File: src/cdsp_regs.svh
// Register offsets, field positions, reset values and timing counts
// Assumes a 32-bit register port with byte addresses and a 50 MHz clk_sys
`ifndef CDSP_REGS_SVH
`define CDSP_REGS_SVH

// ----------------------------------------
// Register offsets
// ----------------------------------------
`define CDSP_ADDR_CTRL      8'h00
`define CDSP_ADDR_TX_PERIOD 8'h04
`define CDSP_ADDR_RX_PERIOD 8'h08
`define CDSP_ADDR_ADC_DATA  8'h0C
`define CDSP_ADDR_DAC_DATA  8'h10
`define CDSP_ADDR_STATUS    8'h14

// ----------------------------------------
// Control fields and reset values
// ----------------------------------------
`define CDSP_CTRL_RST       12'h02E4
`define CDSP_CTRL_AUX_BIT   4
`define CDSP_CTRL_SYNC_BIT  5
`define CDSP_CTRL_TEN_BIT   10
`define CDSP_CTRL_ELEVEN_BIT 11
`define CDSP_SEC_TAG        2'h3
`define CDSP_PERIOD_RST     16'h030D

// ----------------------------------------
// Timing
// ----------------------------------------
`define CDSP_CLK_HZ         50000000
`define CDSP_SCLK_DIV       4
`define CDSP_MAX_RATE_SPS   25000
`define CDSP_MIN_PERIOD_SCLK \
    ((`CDSP_CLK_HZ + `CDSP_SCLK_DIV * `CDSP_MAX_RATE_SPS - 1) / \
     (`CDSP_SCLK_DIV * `CDSP_MAX_RATE_SPS))
`define CDSP_WORD_LOW       16
`define CDSP_WORD_LAST      19
`define CDSP_BYTE_LOW       8
`define CDSP_BYTE_GAP       12
`define CDSP_BYTE_END       20
`define CDSP_BYTE_LAST      23

`endif

File: src/cdsp_pkg.sv
// Types shared by the codec serial port modules
// Assumes cdsp_regs.svh carries the numeric constants
package cdsp_pkg;

    // Transfer kind of the transmit engine
    typedef enum logic [2:0] {
        CDSP_IDLE = 3'b001,
        CDSP_PRIM = 3'b010,
        CDSP_SEC  = 3'b100
    } cdsp_xfer_e;

    typedef logic [4:0] cdsp_pos_t;

endpackage

File: src/cdsp_frame_if.sv
// Frame timing carrier between the port and a conversion period counter
// Assumes tick is one clk_sys cycle per shift-clock period
`timescale 1ns/1ps
interface cdsp_frame_if #(parameter int W = 16);
    logic         tick;
    logic [W-1:0] period;
    logic         start;

    modport gen  (input tick, input period, output start);
    modport user (output tick, output period, input start);
endinterface

File: src/cdsp_frame_gen.sv
// Conversion period counter: one start pulse per period of shift clocks
// Assumes period is never below the minimum kept by the register logic
`timescale 1ns/1ps
module cdsp_frame_gen
    import cdsp_pkg::*;
#(
    parameter int W = 16
) (
    input wire logic clk_sys,
    input wire logic rst_b,
    cdsp_frame_if.gen fr
);

    logic [W-1:0] cnt_q;
    logic         start_q;

    if (W < 10 || W > 31) begin : g_chk
        $error("cdsp_frame_gen: W must be 10 to 31");
    end

    always_ff @(posedge clk_sys or negedge rst_b) begin
        if (!rst_b) begin
            cnt_q   <= '0;
            start_q <= 1'b0;
        end else begin
            start_q <= 1'b0;
            if (fr.tick) begin
                if (cnt_q >= fr.period - W'(1)) begin
                    cnt_q   <= '0;
                    start_q <= 1'b1;
                end else begin
                    cnt_q <= cnt_q + W'(1);
                end
            end
        end
    end

    assign fr.start = start_q;

endmodule

File: src/cdsp_serial_port.sv
// Serial data port and mode logic of a wide-band codec facing a DSP port
// Assumes clk_sys is the master clock; pins are outside its domain
//
// The address map and strobed register access were chosen for this implementation.
`timescale 1ns/1ps
`include "cdsp_regs.svh"

module cdsp_serial_port
    import cdsp_pkg::*;
#(
    parameter int PERIOD_W = 16
) (
    input  wire logic        clk_sys,
    input  wire logic        rst_b,
    input  wire logic [7:0]  reg_addr,
    input  wire logic [31:0] reg_wdata,
    input  wire logic        reg_wr,
    input  wire logic        reg_rd,
    output logic      [31:0] reg_rdata,
    input  wire logic        serial_in_line,
    output logic             serial_out_line,
    output logic             shift_clock,
    output logic             tx_frame_strobe_n,
    output logic             rx_frame_strobe_n,
    output logic             end_of_tx_strobe_n,
    output logic             end_of_rx_strobe_n,
    output logic             secondary_frame_strobe_n,
    output logic             secondary_frame_strobe_oe,
    input  wire logic        word_byte_sel_in,
    input  wire logic        aux_data_or_strap_pin,
    input  wire logic        strap_tied_neg,
    output logic             gp_out_bit_ten,
    output logic             gp_out_bit_eleven,
    output logic             aux_input_sel
);

    if (PERIOD_W < 10 || PERIOD_W > 31) begin : g_chk
        $error("cdsp_serial_port: PERIOD_W must be 10 to 31");
    end

    localparam logic [PERIOD_W-1:0] MIN_PER = PERIOD_W'(`CDSP_MIN_PERIOD_SCLK);
    localparam logic [PERIOD_W-1:0] RST_PER = PERIOD_W'(`CDSP_PERIOD_RST);

    // ----------------------------------------
    // Frame shape helpers
    // ----------------------------------------
    function automatic logic strobe_low(input logic by, input cdsp_pos_t p);
        if (by) begin
            strobe_low = (p < 5'(`CDSP_BYTE_LOW)) ||
                         (p >= 5'(`CDSP_BYTE_GAP) && p < 5'(`CDSP_BYTE_END));
        end else begin
            strobe_low = p < 5'(`CDSP_WORD_LOW);
        end
    endfunction

    function automatic logic eod_low(input logic by, input cdsp_pos_t p);
        if (by) begin
            eod_low = p >= 5'(`CDSP_BYTE_LOW) && p < 5'(`CDSP_BYTE_END);
        end else begin
            eod_low = p == 5'(`CDSP_WORD_LOW);
        end
    endfunction

    function automatic cdsp_pos_t last_pos(input logic by);
        last_pos = by ? 5'(`CDSP_BYTE_LAST) : 5'(`CDSP_WORD_LAST);
    endfunction

    // Bit shown at a position; the next byte's MSB leads its strobe
    function automatic logic [3:0] bit_idx(input logic by, input cdsp_pos_t p);
        if (!by) begin
            bit_idx = (p < 5'(`CDSP_WORD_LOW)) ? 4'(5'd15 - p) : 4'h0;
        end else if (p < 5'(`CDSP_BYTE_LOW)) begin
            bit_idx = 4'(5'd15 - p);
        end else if (p < 5'(`CDSP_BYTE_GAP)) begin
            bit_idx = 4'h7;
        end else if (p < 5'(`CDSP_BYTE_END)) begin
            bit_idx = 4'(5'd19 - p);
        end else begin
            bit_idx = 4'h0;
        end
    endfunction

    function automatic logic [PERIOD_W-1:0] clamp_per(input logic [31:0] v);
        if (|v[31:PERIOD_W]) begin
            clamp_per = '1;
        end else if (v[PERIOD_W-1:0] < MIN_PER) begin
            clamp_per = MIN_PER;
        end else begin
            clamp_per = v[PERIOD_W-1:0];
        end
    endfunction

    // ----------------------------------------
    // Shift clock and pin synchronisers
    // ----------------------------------------
    logic [1:0] div_q;
    logic       sclk_q;
    logic [3:0] sync1_q;
    logic [3:0] sync2_q;
    logic       rise_w;
    logic       samp_w;
    logic       dx_s;
    logic       aux_s;
    logic       dual_w;
    logic       byte_w;

    always_ff @(posedge clk_sys or negedge rst_b) begin
        if (!rst_b) begin
            div_q  <= 2'h0;
            sclk_q <= 1'b1;
        end else begin
            div_q  <= div_q + 2'h1;
            sclk_q <= (div_q == 2'h3) || (div_q == 2'h0);
        end
    end

    assign rise_w = div_q == 2'h3;
    assign samp_w = div_q == 2'h2;

    always_ff @(posedge clk_sys or negedge rst_b) begin
        if (!rst_b) begin
            sync1_q <= 4'h0;
            sync2_q <= 4'h0;
        end else begin
            sync1_q <= {word_byte_sel_in, strap_tied_neg,
                         aux_data_or_strap_pin, serial_in_line};
            sync2_q <= sync1_q;
        end
    end

    assign dx_s   = sync2_q[0];
    assign aux_s  = sync2_q[1];
    assign dual_w = !sync2_q[2];
    assign byte_w = !dual_w && !sync2_q[3];

    // ----------------------------------------
    // Registers
    // ----------------------------------------
    logic [11:0]         ctrl_q;
    logic [PERIOD_W-1:0] tx_per_q;
    logic [PERIOD_W-1:0] rx_per_q;
    logic [13:0]         adc_q;
    logic [15:0]         dac_q;
    logic                dac_new_q;
    logic [31:0]         rdata_q;
    logic                oe_q;
    logic                dac_load_w;
    logic                ctrl_load_w;
    logic                sync_w;
    cdsp_xfer_e          tx_st_q;
    logic [15:0]         tx_sreg_q;
    logic                rx_busy_q;

    assign sync_w = ctrl_q[`CDSP_CTRL_SYNC_BIT];

    always_ff @(posedge clk_sys or negedge rst_b) begin
        if (!rst_b) begin
            ctrl_q <= `CDSP_CTRL_RST;
        end else if (ctrl_load_w) begin
            ctrl_q <= {tx_sreg_q[11:2], 2'h0};
        end else if (reg_wr && reg_addr == `CDSP_ADDR_CTRL) begin
            ctrl_q <= {reg_wdata[11:2], 2'h0};
        end
    end

    always_ff @(posedge clk_sys or negedge rst_b) begin
        if (!rst_b) begin
            tx_per_q <= RST_PER;
            rx_per_q <= RST_PER;
            adc_q    <= 14'h0000;
        end else if (reg_wr) begin
            if (reg_addr == `CDSP_ADDR_TX_PERIOD) begin
                tx_per_q <= clamp_per(reg_wdata);
            end
            if (reg_addr == `CDSP_ADDR_RX_PERIOD) begin
                rx_per_q <= clamp_per(reg_wdata);
            end
            if (reg_addr == `CDSP_ADDR_ADC_DATA) begin
                adc_q <= reg_wdata[13:0];
            end
        end
    end

    always_ff @(posedge clk_sys or negedge rst_b) begin
        if (!rst_b) begin
            dac_q     <= 16'h0000;
            dac_new_q <= 1'b0;
        end else begin
            if (dac_load_w) begin
                dac_q <= tx_sreg_q;
            end
            // A word landing with the read keeps its flag
            dac_new_q <= dac_load_w ||
                         (dac_new_q && !(reg_rd && reg_addr == `CDSP_ADDR_DAC_DATA));
        end
    end

    always_ff @(posedge clk_sys or negedge rst_b) begin
        if (!rst_b) begin
            rdata_q <= 32'h0000_0000;
        end else if (reg_rd) begin
            unique case (reg_addr)
                `CDSP_ADDR_CTRL:      rdata_q <= {20'h0_0000, ctrl_q};
                `CDSP_ADDR_TX_PERIOD: rdata_q <= 32'(tx_per_q);
                `CDSP_ADDR_RX_PERIOD: rdata_q <= 32'(rx_per_q);
                `CDSP_ADDR_ADC_DATA:  rdata_q <= {18'h0_0000, adc_q};
                `CDSP_ADDR_DAC_DATA:  rdata_q <= {16'h0000, dac_q};
                `CDSP_ADDR_STATUS:    rdata_q <= {27'h000_0000, byte_w, dual_w,
                                                  tx_st_q != CDSP_IDLE,
                                                  rx_busy_q, dac_new_q};
                default:              rdata_q <= 32'h0000_0000;
            endcase
        end else begin
            rdata_q <= 32'h0000_0000;
        end
    end

    // ----------------------------------------
    // Conversion period counters
    // ----------------------------------------
    cdsp_frame_if #(.W(PERIOD_W)) tx_if ();
    cdsp_frame_if #(.W(PERIOD_W)) rx_if ();

    assign tx_if.tick   = rise_w;
    assign tx_if.period = tx_per_q;
    assign rx_if.tick   = rise_w;
    assign rx_if.period = rx_per_q;

    cdsp_frame_gen #(.W(PERIOD_W)) u_tx_gen (
        .clk_sys (clk_sys),
        .rst_b   (rst_b),
        .fr      (tx_if.gen)
    );

    cdsp_frame_gen #(.W(PERIOD_W)) u_rx_gen (
        .clk_sys (clk_sys),
        .rst_b   (rst_b),
        .fr      (rx_if.gen)
    );

    // ----------------------------------------
    // Frame scheduling
    // ----------------------------------------
    logic tx_pend_q;
    logic rx_pend_q;
    logic sec_pend_q;
    logic rx_start_w;
    logic tx_take_w;
    logic rx_take_w;
    logic sec_take_w;
    logic sec_req_w;
    cdsp_pos_t tx_pos_q;
    logic tx_end_w;

    assign rx_start_w = sync_w ? tx_if.start : rx_if.start;
    assign tx_take_w  = rise_w && tx_pend_q && tx_st_q == CDSP_IDLE && !sec_pend_q;
    assign sec_take_w = rise_w && sec_pend_q && tx_st_q == CDSP_IDLE && !rx_busy_q;
    assign rx_take_w  = rise_w && rx_pend_q && !rx_busy_q && tx_st_q != CDSP_SEC
                        && !sec_take_w;
    assign tx_end_w   = rise_w && tx_st_q != CDSP_IDLE && tx_pos_q == last_pos(byte_w);
    assign sec_req_w  = tx_end_w && tx_st_q == CDSP_PRIM
                        && tx_sreg_q[1:0] == `CDSP_SEC_TAG;
    assign dac_load_w = tx_end_w && tx_st_q == CDSP_PRIM;
    assign ctrl_load_w = tx_end_w && tx_st_q == CDSP_SEC
                         && tx_sreg_q[1:0] == `CDSP_SEC_TAG;

    always_ff @(posedge clk_sys or negedge rst_b) begin
        if (!rst_b) begin
            tx_pend_q  <= 1'b0;
            rx_pend_q  <= 1'b0;
            sec_pend_q <= 1'b0;
        end else begin
            tx_pend_q  <= tx_if.start || (tx_pend_q && !tx_take_w);
            rx_pend_q  <= rx_start_w || (rx_pend_q && !rx_take_w);
            sec_pend_q <= sec_req_w || (sec_pend_q && !sec_take_w);
        end
    end

    // ----------------------------------------
    // Transmit engine (DSP to codec)
    // ----------------------------------------
    logic fsx_n_q;
    logic fsd_n_q;
    logic end_of_tx_strobe_n_n_q;
    logic tx_low_w;

    assign tx_low_w = strobe_low(byte_w, tx_pos_q);

    always_ff @(posedge clk_sys or negedge rst_b) begin
        if (!rst_b) begin
            tx_st_q  <= CDSP_IDLE;
            tx_pos_q <= 5'h00;
        end else if (tx_take_w) begin
            tx_st_q  <= CDSP_PRIM;
            tx_pos_q <= 5'h00;
        end else if (sec_take_w) begin
            tx_st_q  <= CDSP_SEC;
            tx_pos_q <= 5'h00;
        end else if (tx_end_w) begin
            tx_st_q <= CDSP_IDLE;
        end else if (rise_w && tx_st_q != CDSP_IDLE) begin
            tx_pos_q <= tx_pos_q + 5'h01;
        end
    end

    always_ff @(posedge clk_sys or negedge rst_b) begin
        if (!rst_b) begin
            fsx_n_q  <= 1'b1;
            fsd_n_q  <= 1'b1;
            end_of_tx_strobe_n_n_q <= 1'b1;
        end else if (rise_w) begin
            fsx_n_q  <= !(tx_st_q != CDSP_IDLE && tx_low_w);
            fsd_n_q  <= !(dual_w && tx_st_q == CDSP_SEC && tx_low_w);
            end_of_tx_strobe_n_n_q <= !(!dual_w && tx_st_q != CDSP_IDLE
                          && eod_low(byte_w, tx_pos_q));
        end
    end

    always_ff @(posedge clk_sys or negedge rst_b) begin
        if (!rst_b) begin
            tx_sreg_q <= 16'h0000;
        end else if (samp_w && !fsx_n_q) begin
            tx_sreg_q <= {tx_sreg_q[14:0], dx_s};
        end
    end

    // ----------------------------------------
    // Receive engine (codec to DSP)
    // ----------------------------------------
    cdsp_pos_t   rx_pos_q;
    logic [15:0] rx_word_q;
    logic        fsr_n_q;
    logic        end_of_rx_strobe_n_n_q;
    logic        dr_q;
    logic        rx_end_w;

    assign rx_end_w = rise_w && rx_busy_q && rx_pos_q == last_pos(byte_w);

    always_ff @(posedge clk_sys or negedge rst_b) begin
        if (!rst_b) begin
            rx_busy_q <= 1'b0;
            rx_pos_q  <= 5'h00;
            rx_word_q <= 16'h0000;
        end else if (rx_take_w) begin
            rx_busy_q <= 1'b1;
            rx_pos_q  <= 5'h00;
            rx_word_q <= {adc_q, 2'h0};
        end else if (rx_end_w) begin
            rx_busy_q <= 1'b0;
        end else if (rise_w && rx_busy_q) begin
            rx_pos_q <= rx_pos_q + 5'h01;
        end
    end

    always_ff @(posedge clk_sys or negedge rst_b) begin
        if (!rst_b) begin
            fsr_n_q  <= 1'b1;
            end_of_rx_strobe_n_n_q <= 1'b1;
        end else if (rise_w) begin
            fsr_n_q  <= !(rx_busy_q && strobe_low(byte_w, rx_pos_q));
            end_of_rx_strobe_n_n_q <= !(!dual_w && rx_busy_q
                          && eod_low(byte_w, rx_pos_q));
        end
    end

    always_ff @(posedge clk_sys or negedge rst_b) begin
        if (!rst_b) begin
            dr_q <= 1'b0;
        end else if (rise_w) begin
            if (dual_w && tx_st_q == CDSP_SEC && tx_low_w) begin
                dr_q <= aux_s;
            end else if (rx_take_w) begin
                dr_q <= adc_q[13];
            end else if (rx_busy_q) begin
                dr_q <= rx_word_q[bit_idx(byte_w, rx_pos_q)];
            end
        end
    end

    always_ff @(posedge clk_sys or negedge rst_b) begin
        if (!rst_b) begin
            oe_q <= 1'b0;
        end else begin
            oe_q <= dual_w;
        end
    end

    // ----------------------------------------
    // Outputs
    // ----------------------------------------
    assign reg_rdata                 = rdata_q;
    assign serial_out_line           = dr_q;
    assign shift_clock               = sclk_q;
    assign tx_frame_strobe_n         = fsx_n_q;
    assign rx_frame_strobe_n         = fsr_n_q;
    assign end_of_tx_strobe_n        = end_of_tx_strobe_n_n_q;
    assign end_of_rx_strobe_n        = end_of_rx_strobe_n_n_q;
    assign secondary_frame_strobe_n  = fsd_n_q;
    assign secondary_frame_strobe_oe = oe_q;
    assign gp_out_bit_ten            = ctrl_q[`CDSP_CTRL_TEN_BIT];
    assign gp_out_bit_eleven         = ctrl_q[`CDSP_CTRL_ELEVEN_BIT];
    assign aux_input_sel             = ctrl_q[`CDSP_CTRL_AUX_BIT];

endmodule

File: config.mk
export PLATFORM = sky130hd
export DESIGN_NAME = cdsp_serial_port
export DESIGN_NICKNAME = d
export VERILOG_FILES = /design/src/cdsp_pkg.sv /design/src/cdsp_frame_if.sv /design/src/cdsp_frame_gen.sv /design/src/cdsp_serial_port.sv
export VERILOG_INCLUDE_DIRS = /design/src /design/src/src
export SDC_FILE = /design/constraint.sdc
export NUM_CORES = 1
export LEC_CHECK = 0
export BUFFER_PORTS_ARGS = -buffer_cell sky130_fd_sc_hd__buf_2
export CORE_MARGIN = 1.5
export CORE_UTILIZATION = 44
export DETAILED_ROUTE_END_ITERATION = 16
export PLACE_DENSITY = 0.69
export RECOVER_POWER = 25
export SYNTH_ARGS = -nofsm -noshare
export SYNTH_HDL_FRONTEND = slang
export SYNTH_HIERARCHICAL = 1
export SYNTH_SLANG_ARGS = --single-unit
File: constraint.sdc
create_clock -name clk_sys -period 4.1 [get_ports clk_sys]
set_input_delay 0.82 -clock clk_sys [delete_from_list [all_inputs] [get_ports clk_sys]]
set_output_delay 0.82 -clock clk_sys [all_outputs]
set_load 0.02 [all_outputs]
==> results.json, run 1 <==
{
  "wire_per_inst_um": 18.3,
  "crit_type": "reg2reg",
  "cts_hold_buf": 0,
  "setup_tns_ps": 0,
  "reg2reg_from": "rx_if.period[7]",
  "num_vias": 7361,
  "fin_crit_ps": 3730,
  "critPathLaunchType": "flop",
  "hold_start": "sync1_q[1]",
  "synth_warnings": 6,
  "worst_pin_slew_ps": 1920,
  "grt_max_degree": 77,
  "ir_worst_vdd_mv": 0.309,
  "ys_seq_area_share_pct": 48.4,
  "hold_viol": 0,
  "whs_endpoint": "sync2_q[1]",
  "synth.area.mux_share_pct": 9.20,
  "hold_path.class": "reg2reg",
  "critPathCaptureType": "flop",
  "syn_to_final_growth_pct": 12.6,
  "clock.fmax_ghz": 0.268,
  "die-area_sq_um": 23100,
  "r2r_setup_slack_ps": 370,
  "synth_top_family_by_area": "simple AND/OR/NAND/NOR gates",
  "synth_compound_area_share_pct": 12.2,
  "drtPass1Iterations": 6,
  "synth_cells": 918,
  "numCtsBuffers": 17,
  "synth.avg_cell_area_sq_um": 10.6,
  "place_congestion": 0.864,
  "netlist_top_cells_area": "dfrtp_1 43%, mux2_2 6.2%, dfstp_2 5.9%, ha_1 5.4%, nor2_1 3.7%",
  "synth_top_flop_cell": "dfrtp_1",
  "hold_depth": 0,
  "htree_levels": 4,
  "rsz0062_at_grt": "no",
  "via_per_inst": 5.75,
  "maxCapViolations": 2,
  "dpl.hpwl_mm": 17.0,
  "grt_pass1_wl_mm": 37.5,
  "clkTransAtPathRegs_ps": 70,
  "violations": "capacitance limit, slew limit",
  "cts_resized": 0,
  "worst_ep_required_time_ps": 4430,
  "cts_max_path_buffers": 2,
  "worstPathArrival_ps": 4060,
  "cts_tree": "built",
  "p_leak_nw": 5.14,
  "cts_setup_buffers": 0,
  "core_area_sq_um": 21800,
  "grt_overflow": 0,
  "min_period_over_period_pct": 91.1,
  "slew_violations": 108,
  "seq_area_sq_um": 4730,
  "synthesis.area_sq_um": 9770,
  "pin_count": 91,
  "synth-simple-area-share_pct": 15.2,
  "powerDensity_nw_per_um2": 394,
  "grt.total_usage_pct": 20.5,
  "port_buffers": 74,
  "clock-sinks": 188,
  "die-width_um": 152,
  "fillers": 2011,
  "fin_nets": 1077,
  "yosysTopAreaCellShare_pct": 42.5,
  "synthAdderAreaFrac_pct": 5.38,
  "synth_edf_count": 0,
  "multi_input_area_sq_um": 4710,
  "final_area_sq_um": 11000,
  "synth_xor_area_share_pct": 5.57,
  "grt_pass1_vias": 6843,
  "insertion_delay_ps": 440,
  "synthArstFlopShare_pct": 100,
  "die_h_um": 152,
  "path_max_fanout": 12,
  "ys_ff_latch": 188,
  "drc": 0,
  "ff2ff_path_depth": 11,
  "ant_nets": 0,
  "synth.largest_area_cell": "dfrtp_1",
  "antenna_found_initial": 1,
  "status": "finished, violations left",
  "setup_viol": 0,
  "relSlewSlack_pct": -27.9,
  "r2r-end": "u_rx_gen/cnt_q[7]",
  "place_area_sq_um": 10400,
  "num_rows": 54,
  "cts_root_buffer": "clkbuf_16",
  "skew_ps": 9.31,
  "initial_core_util_pct": 44.8,
  "drive_above_1_share_pct": 22.4,
  "drt_iter0_markers": 702,
  "wirelength_mm": 23.4,
  "synth_cell_types": 76
}
-- cell families (layout without fill, tap and decap cells) --
| kind of cell | Yosys count | after routing |
|---|---|---|
| adders and majority gates | 42 | 42 |
| muxes | 79 | 79 |
| other | 1 | 17 |
| AOI/OAI and AO/OA | 178 | 178 |
| and+or+nand+nor | 292 | 292 |
| buffers and inverters | 78 | 145 |
| xor gates and xnor gates | 60 | 60 |
| DFF | 188 | 188 |
-- per-stage QoR --
step	cells	setup WS, ps	hold slack [ps]	total power, W	util (%)
2_1_floorplan	933	624	331	0.00240	-
3_3_place_gp	1248	511	332	0.00256	47.5
3_5_place_dp	1248	371	336	0.00257	47.5
4_1_cts	1280	363	352	0.00435	50.5
5_1_grt	1281	93.6	366	0.00450	50.4
6_report	1281	367	352	0.00433	50.4
-- metal layers --
metal  track usage, %  share of wire (%)
met1             29.1                 46
met2             31.0                 46
met3             3.65                5.4
met4             8.18                2.9
met5                0                  0
-- state kept, by name (all words and copies together) (netlist names), 16 cells and up --
register / cells
reg_rdata: 16
tx_sreg_q: 16
rx_if.period: 16
u_rx_gen/cnt_q: 16
dac_q: 16
tx_if.period: 16
u_tx_gen/cnt_q: 16
-- synth_stat cells, types with 14 or more instances --
master,instances
nand4_1,15
nand3_1,16
inv_1,24
clkbuf_1,28
o21ai_0,47
a21oi_1,45
ha_1,42
mux2_2,54
nor3_1,16
a222oi_1,14
nor2_1,95
mux2i_1,17
nand2_1,80
xnor2_1,32
dfstp_2,22
dfrtp_1,166
buf_4,18
xor2_1,27
-- worst max path at each step --
stage | startpoint | to | slack [ps]
after CTS | rx_if.period[7] | u_rx_gen/cnt_q[7] | 360
after global routing | tx_if.period[7] | u_tx_gen/cnt_q[15] | 90
final | rx_if.period[7] | u_rx_gen/cnt_q[7] | 370
after global placement | rx_if.period[7] | u_rx_gen/cnt_q[5] | 510
after detailed placement | rx_if.period[7] | u_rx_gen/cnt_q[10] | 370
after floorplan | rx_if.period[7] | u_rx_gen/cnt_q[7] | 620
-- cell type report --
type | count | share of cell area [%]
diodes | 1 | 0.0228
flip-flops and latches | 188 | 43.0
clock buffers | 20 | 4.24
multi-input cells | 667 | 42.8
clock inverters | 12 | 1.59
repair buffers | 89 | 4.32
inverters | 24 | 0.819
well taps | 280 | 3.19
-- power by group --
| group | total (W) | switching [W] | internal, W | leakage, nW |
|---|---|---|---|---|
| sequential | 0.00200 | 0.0000809 | 0.00192 | 2.43 |
| clock | 0.00179 | 0.000762 | 0.00103 | 0.314 |
| combinational | 0.000535 | 0.000299 | 0.000236 | 2.40 |
-- cell usage in the layout, fill, tap and decap left out, types with 7 or more instances in the layout --
cell / synthesis / final
a21oi_1: 45 / 45
a222oi_1: 14 / 14
a22oi_1: 13 / 13
and3_1: 13 / 13
buf_2: 2 / 73
buf_4: 18 / 13
clkbuf_16: 0 / 17
conb_1: 1 / 16
dfrtp_1: 166 / 166
dfstp_2: 22 / 22
ha_1: 42 / 42
inv_1: 24 / 24
mux2_2: 54 / 54
mux2_4: 8 / 8
mux2i_1: 17 / 17
nand2_1: 80 / 80
nand2b_1: 7 / 7
nand3_1: 16 / 16
nand4_1: 15 / 15
nor2_1: 95 / 95
nor3_1: 16 / 16
nor4_1: 11 / 10
o21ai_0: 47 / 46
xnor2_1: 32 / 32
xor2_1: 27 / 27
-- worst max-delay path, cell delays in order, from the launching register on --
cell and delay [ps]:
dfrtp_1 430, or4_4 570, or4_4 510, nor3_1 190
xnor2_1 90, ha_1 290, nand4_1 160, nor3_1 290
or4b_1 590, a31oi_2 220, buf_4 210, nor2_1 70
Power figures use the tool's default switching activity.
==> run 2, diff against run 1 <==
- PLACE_DENSITY: 0.69 -> not set
==> run 2 against run 1 <==
The run still ends with capacitance limit, slew limit left. Largest power group unchanged. Critical path type unchanged. Critical path depth did not move. Critical endpoint is now u_rx_gen/cnt_q[6]. Non-clock buffer count fell by 2. Sequential share of layout area rose by 0.24 points. Sequential power barely moved.
==> results.json, run 2 (synthesis gave the netlist of run 1 again) <==
{
  "finalPower_w": 0.00416,
  "pin_count": 91,
  "grt_max_degree": 109,
  "die-area_sq_um": 23100,
  "final_util_pct": 50.1,
  "clock.fmax_ghz": 0.267,
  "die-width_um": 152,
  "wirelength_mm": 23.8,
  "grt_pass1_vias": 6916,
  "num_antenna_cells": 0,
  "powerDensity_nw_per_um2": 380,
  "critPathCaptureType": "flop",
  "skew_ps": 12.0,
  "slew_violations": 108,
  "port_buffers": 74,
  "antenna_found_initial": 1,
  "htree_levels": 4,
  "die_h_um": 152,
  "ir_worst_vdd_mv": 0.281,
  "worstPathArrival_ps": 4060,
  "dpl.hpwl_mm": 17.2,
  "hold_path.class": "reg2reg",
  "ant_nets": 0,
  "core_area_sq_um": 21800,
  "wire_per_inst_um": 18.6,
  "place_congestion": 0.875,
  "fin_crit_ps": 3750,
  "place_area_sq_um": 10400,
  "initial_core_util_pct": 44.8,
  "grt.total_usage_pct": 21.1,
  "hold_viol": 0,
  "num_rows": 54,
  "num_vias": 7141,
  "maxCapViolations": 1,
  "cts_hold_buf": 0,
  "setup_viol": 0,
  "p_leak_nw": 5.11,
  "worst_pin_slew_ps": 2680,
  "cts_tree": "built",
  "status": "finished, violations left",
  "grt_pass1_wl_mm": 38.6,
  "syn_to_final_growth_pct": 12.0,
  "cts_setup_buffers": 0,
  "cts_max_path_buffers": 2,
  "via_per_inst": 5.59,
  "drive_above_1_share_pct": 22.3,
  "violations": "capacitance limit, slew limit",
  "rsz0062_at_grt": "no",
  "most-common-layout-cells": "166 x dfrtp_1, 95 x nor2_1, 80 x nand2_1",
  "drt_iter0_markers": 541,
  "path_max_fanout": 12,
  "drtPass1Iterations": 9,
  "min_period_over_period_pct": 91.4,
  "worst_ep_required_time_ps": 4410,
  "critPathLaunchType": "flop",
  "cts_root_buffer": "clkbuf_16",
  "cts_resized": 0,
  "setup_tns_ps": 0,
  "crit_type": "reg2reg",
  "final_area_sq_um": 10900,
  "fin_nets": 1075,
  "relSlewSlack_pct": -78.5,
  "insertion_delay_ps": 430,
  "numCtsBuffers": 17,
  "drc": 0,
  "grt_overflow": 0,
  "mostFrequentLayoutCell": "dfrtp_1",
  "clkTransAtPathRegs_ps": 70,
  "clock-sinks": 188
}
==> run 2: power by group <==
part / internal, W / leakage, nW / total [W] / switching (W)
Clock: 0.000815 / 0.277 / 0.00162 / 0.000806
Combinational: 0.000237 / 2.40 / 0.000532 / 0.000295
Sequential: 0.00192 / 2.43 / 0.00200 / 0.0000840
==> run 2: layer usage <==
metal | wire length (um) | global-route usage (%) | vias to the layer above
li1 | - | - | 3409
met1 | 11700 | 31.1 | 3554
met2 | 10800 | 32.1 | 148
met3 | 858 | 3.62 | 28
met4 | 432 | 5.96 | 2
met5 | 7 | 0 | -
==> run 2: path summary, 6_finish.rpt <==
path                            slack (ps)           endpoint  depth (start not counted)             from
worst max-delay path                   350  u_rx_gen/cnt_q[6]                         11  rx_if.period[7]
worst min-delay path                   350         sync2_q[3]                          0       sync1_q[3]
worst max register to register         350  u_rx_gen/cnt_q[6]                         11  rx_if.period[7]
worst min register to register         350         sync2_q[3]                          0       sync1_q[3]
max in group asynchronous             1310           adc_q[9]                          1            rst_b
min in group asynchronous             1210      tx_sreg_q[12]                          1            rst_b
==> run 2: per-stage QoR <==
| stage | cells | hold slack (ps) | setup WS (ps) |
|---|---|---|---|
| 4_1_cts | 1278 | 356 | 345 |
| 5_1_grt | 1278 | 361 | 109 |
| 2_1_floorplan | 933 | 331 | 624 |
| 3_3_place_gp | 1246 | 333 | 501 |
| 6_report | 1278 | 352 | 355 |
| 3_5_place_dp | 1246 | 336 | 353 |
==> run 2: final cells by class <==
class                   instances  area (sq um)
inverters                      24          90.1
fillers                      1998         10900
repair buffers                 87           480
clock inverters                14           150
clock buffers                  18           429
well taps                     280           350
multi-input cells             667          4710
flip-flops and latches        188          4730
==> run 2: worst max-delay path: stages (launching register included) <==
cell     delay (ps)
dfrtp_1         430
or4_4           570
or4_4           430
nor4_1          280
xnor2_1         130
ha_1            320
nand4_1         140
nor3_1          260
or4b_1          580
a31oi_2         220
buf_4           210
nor2_1           70
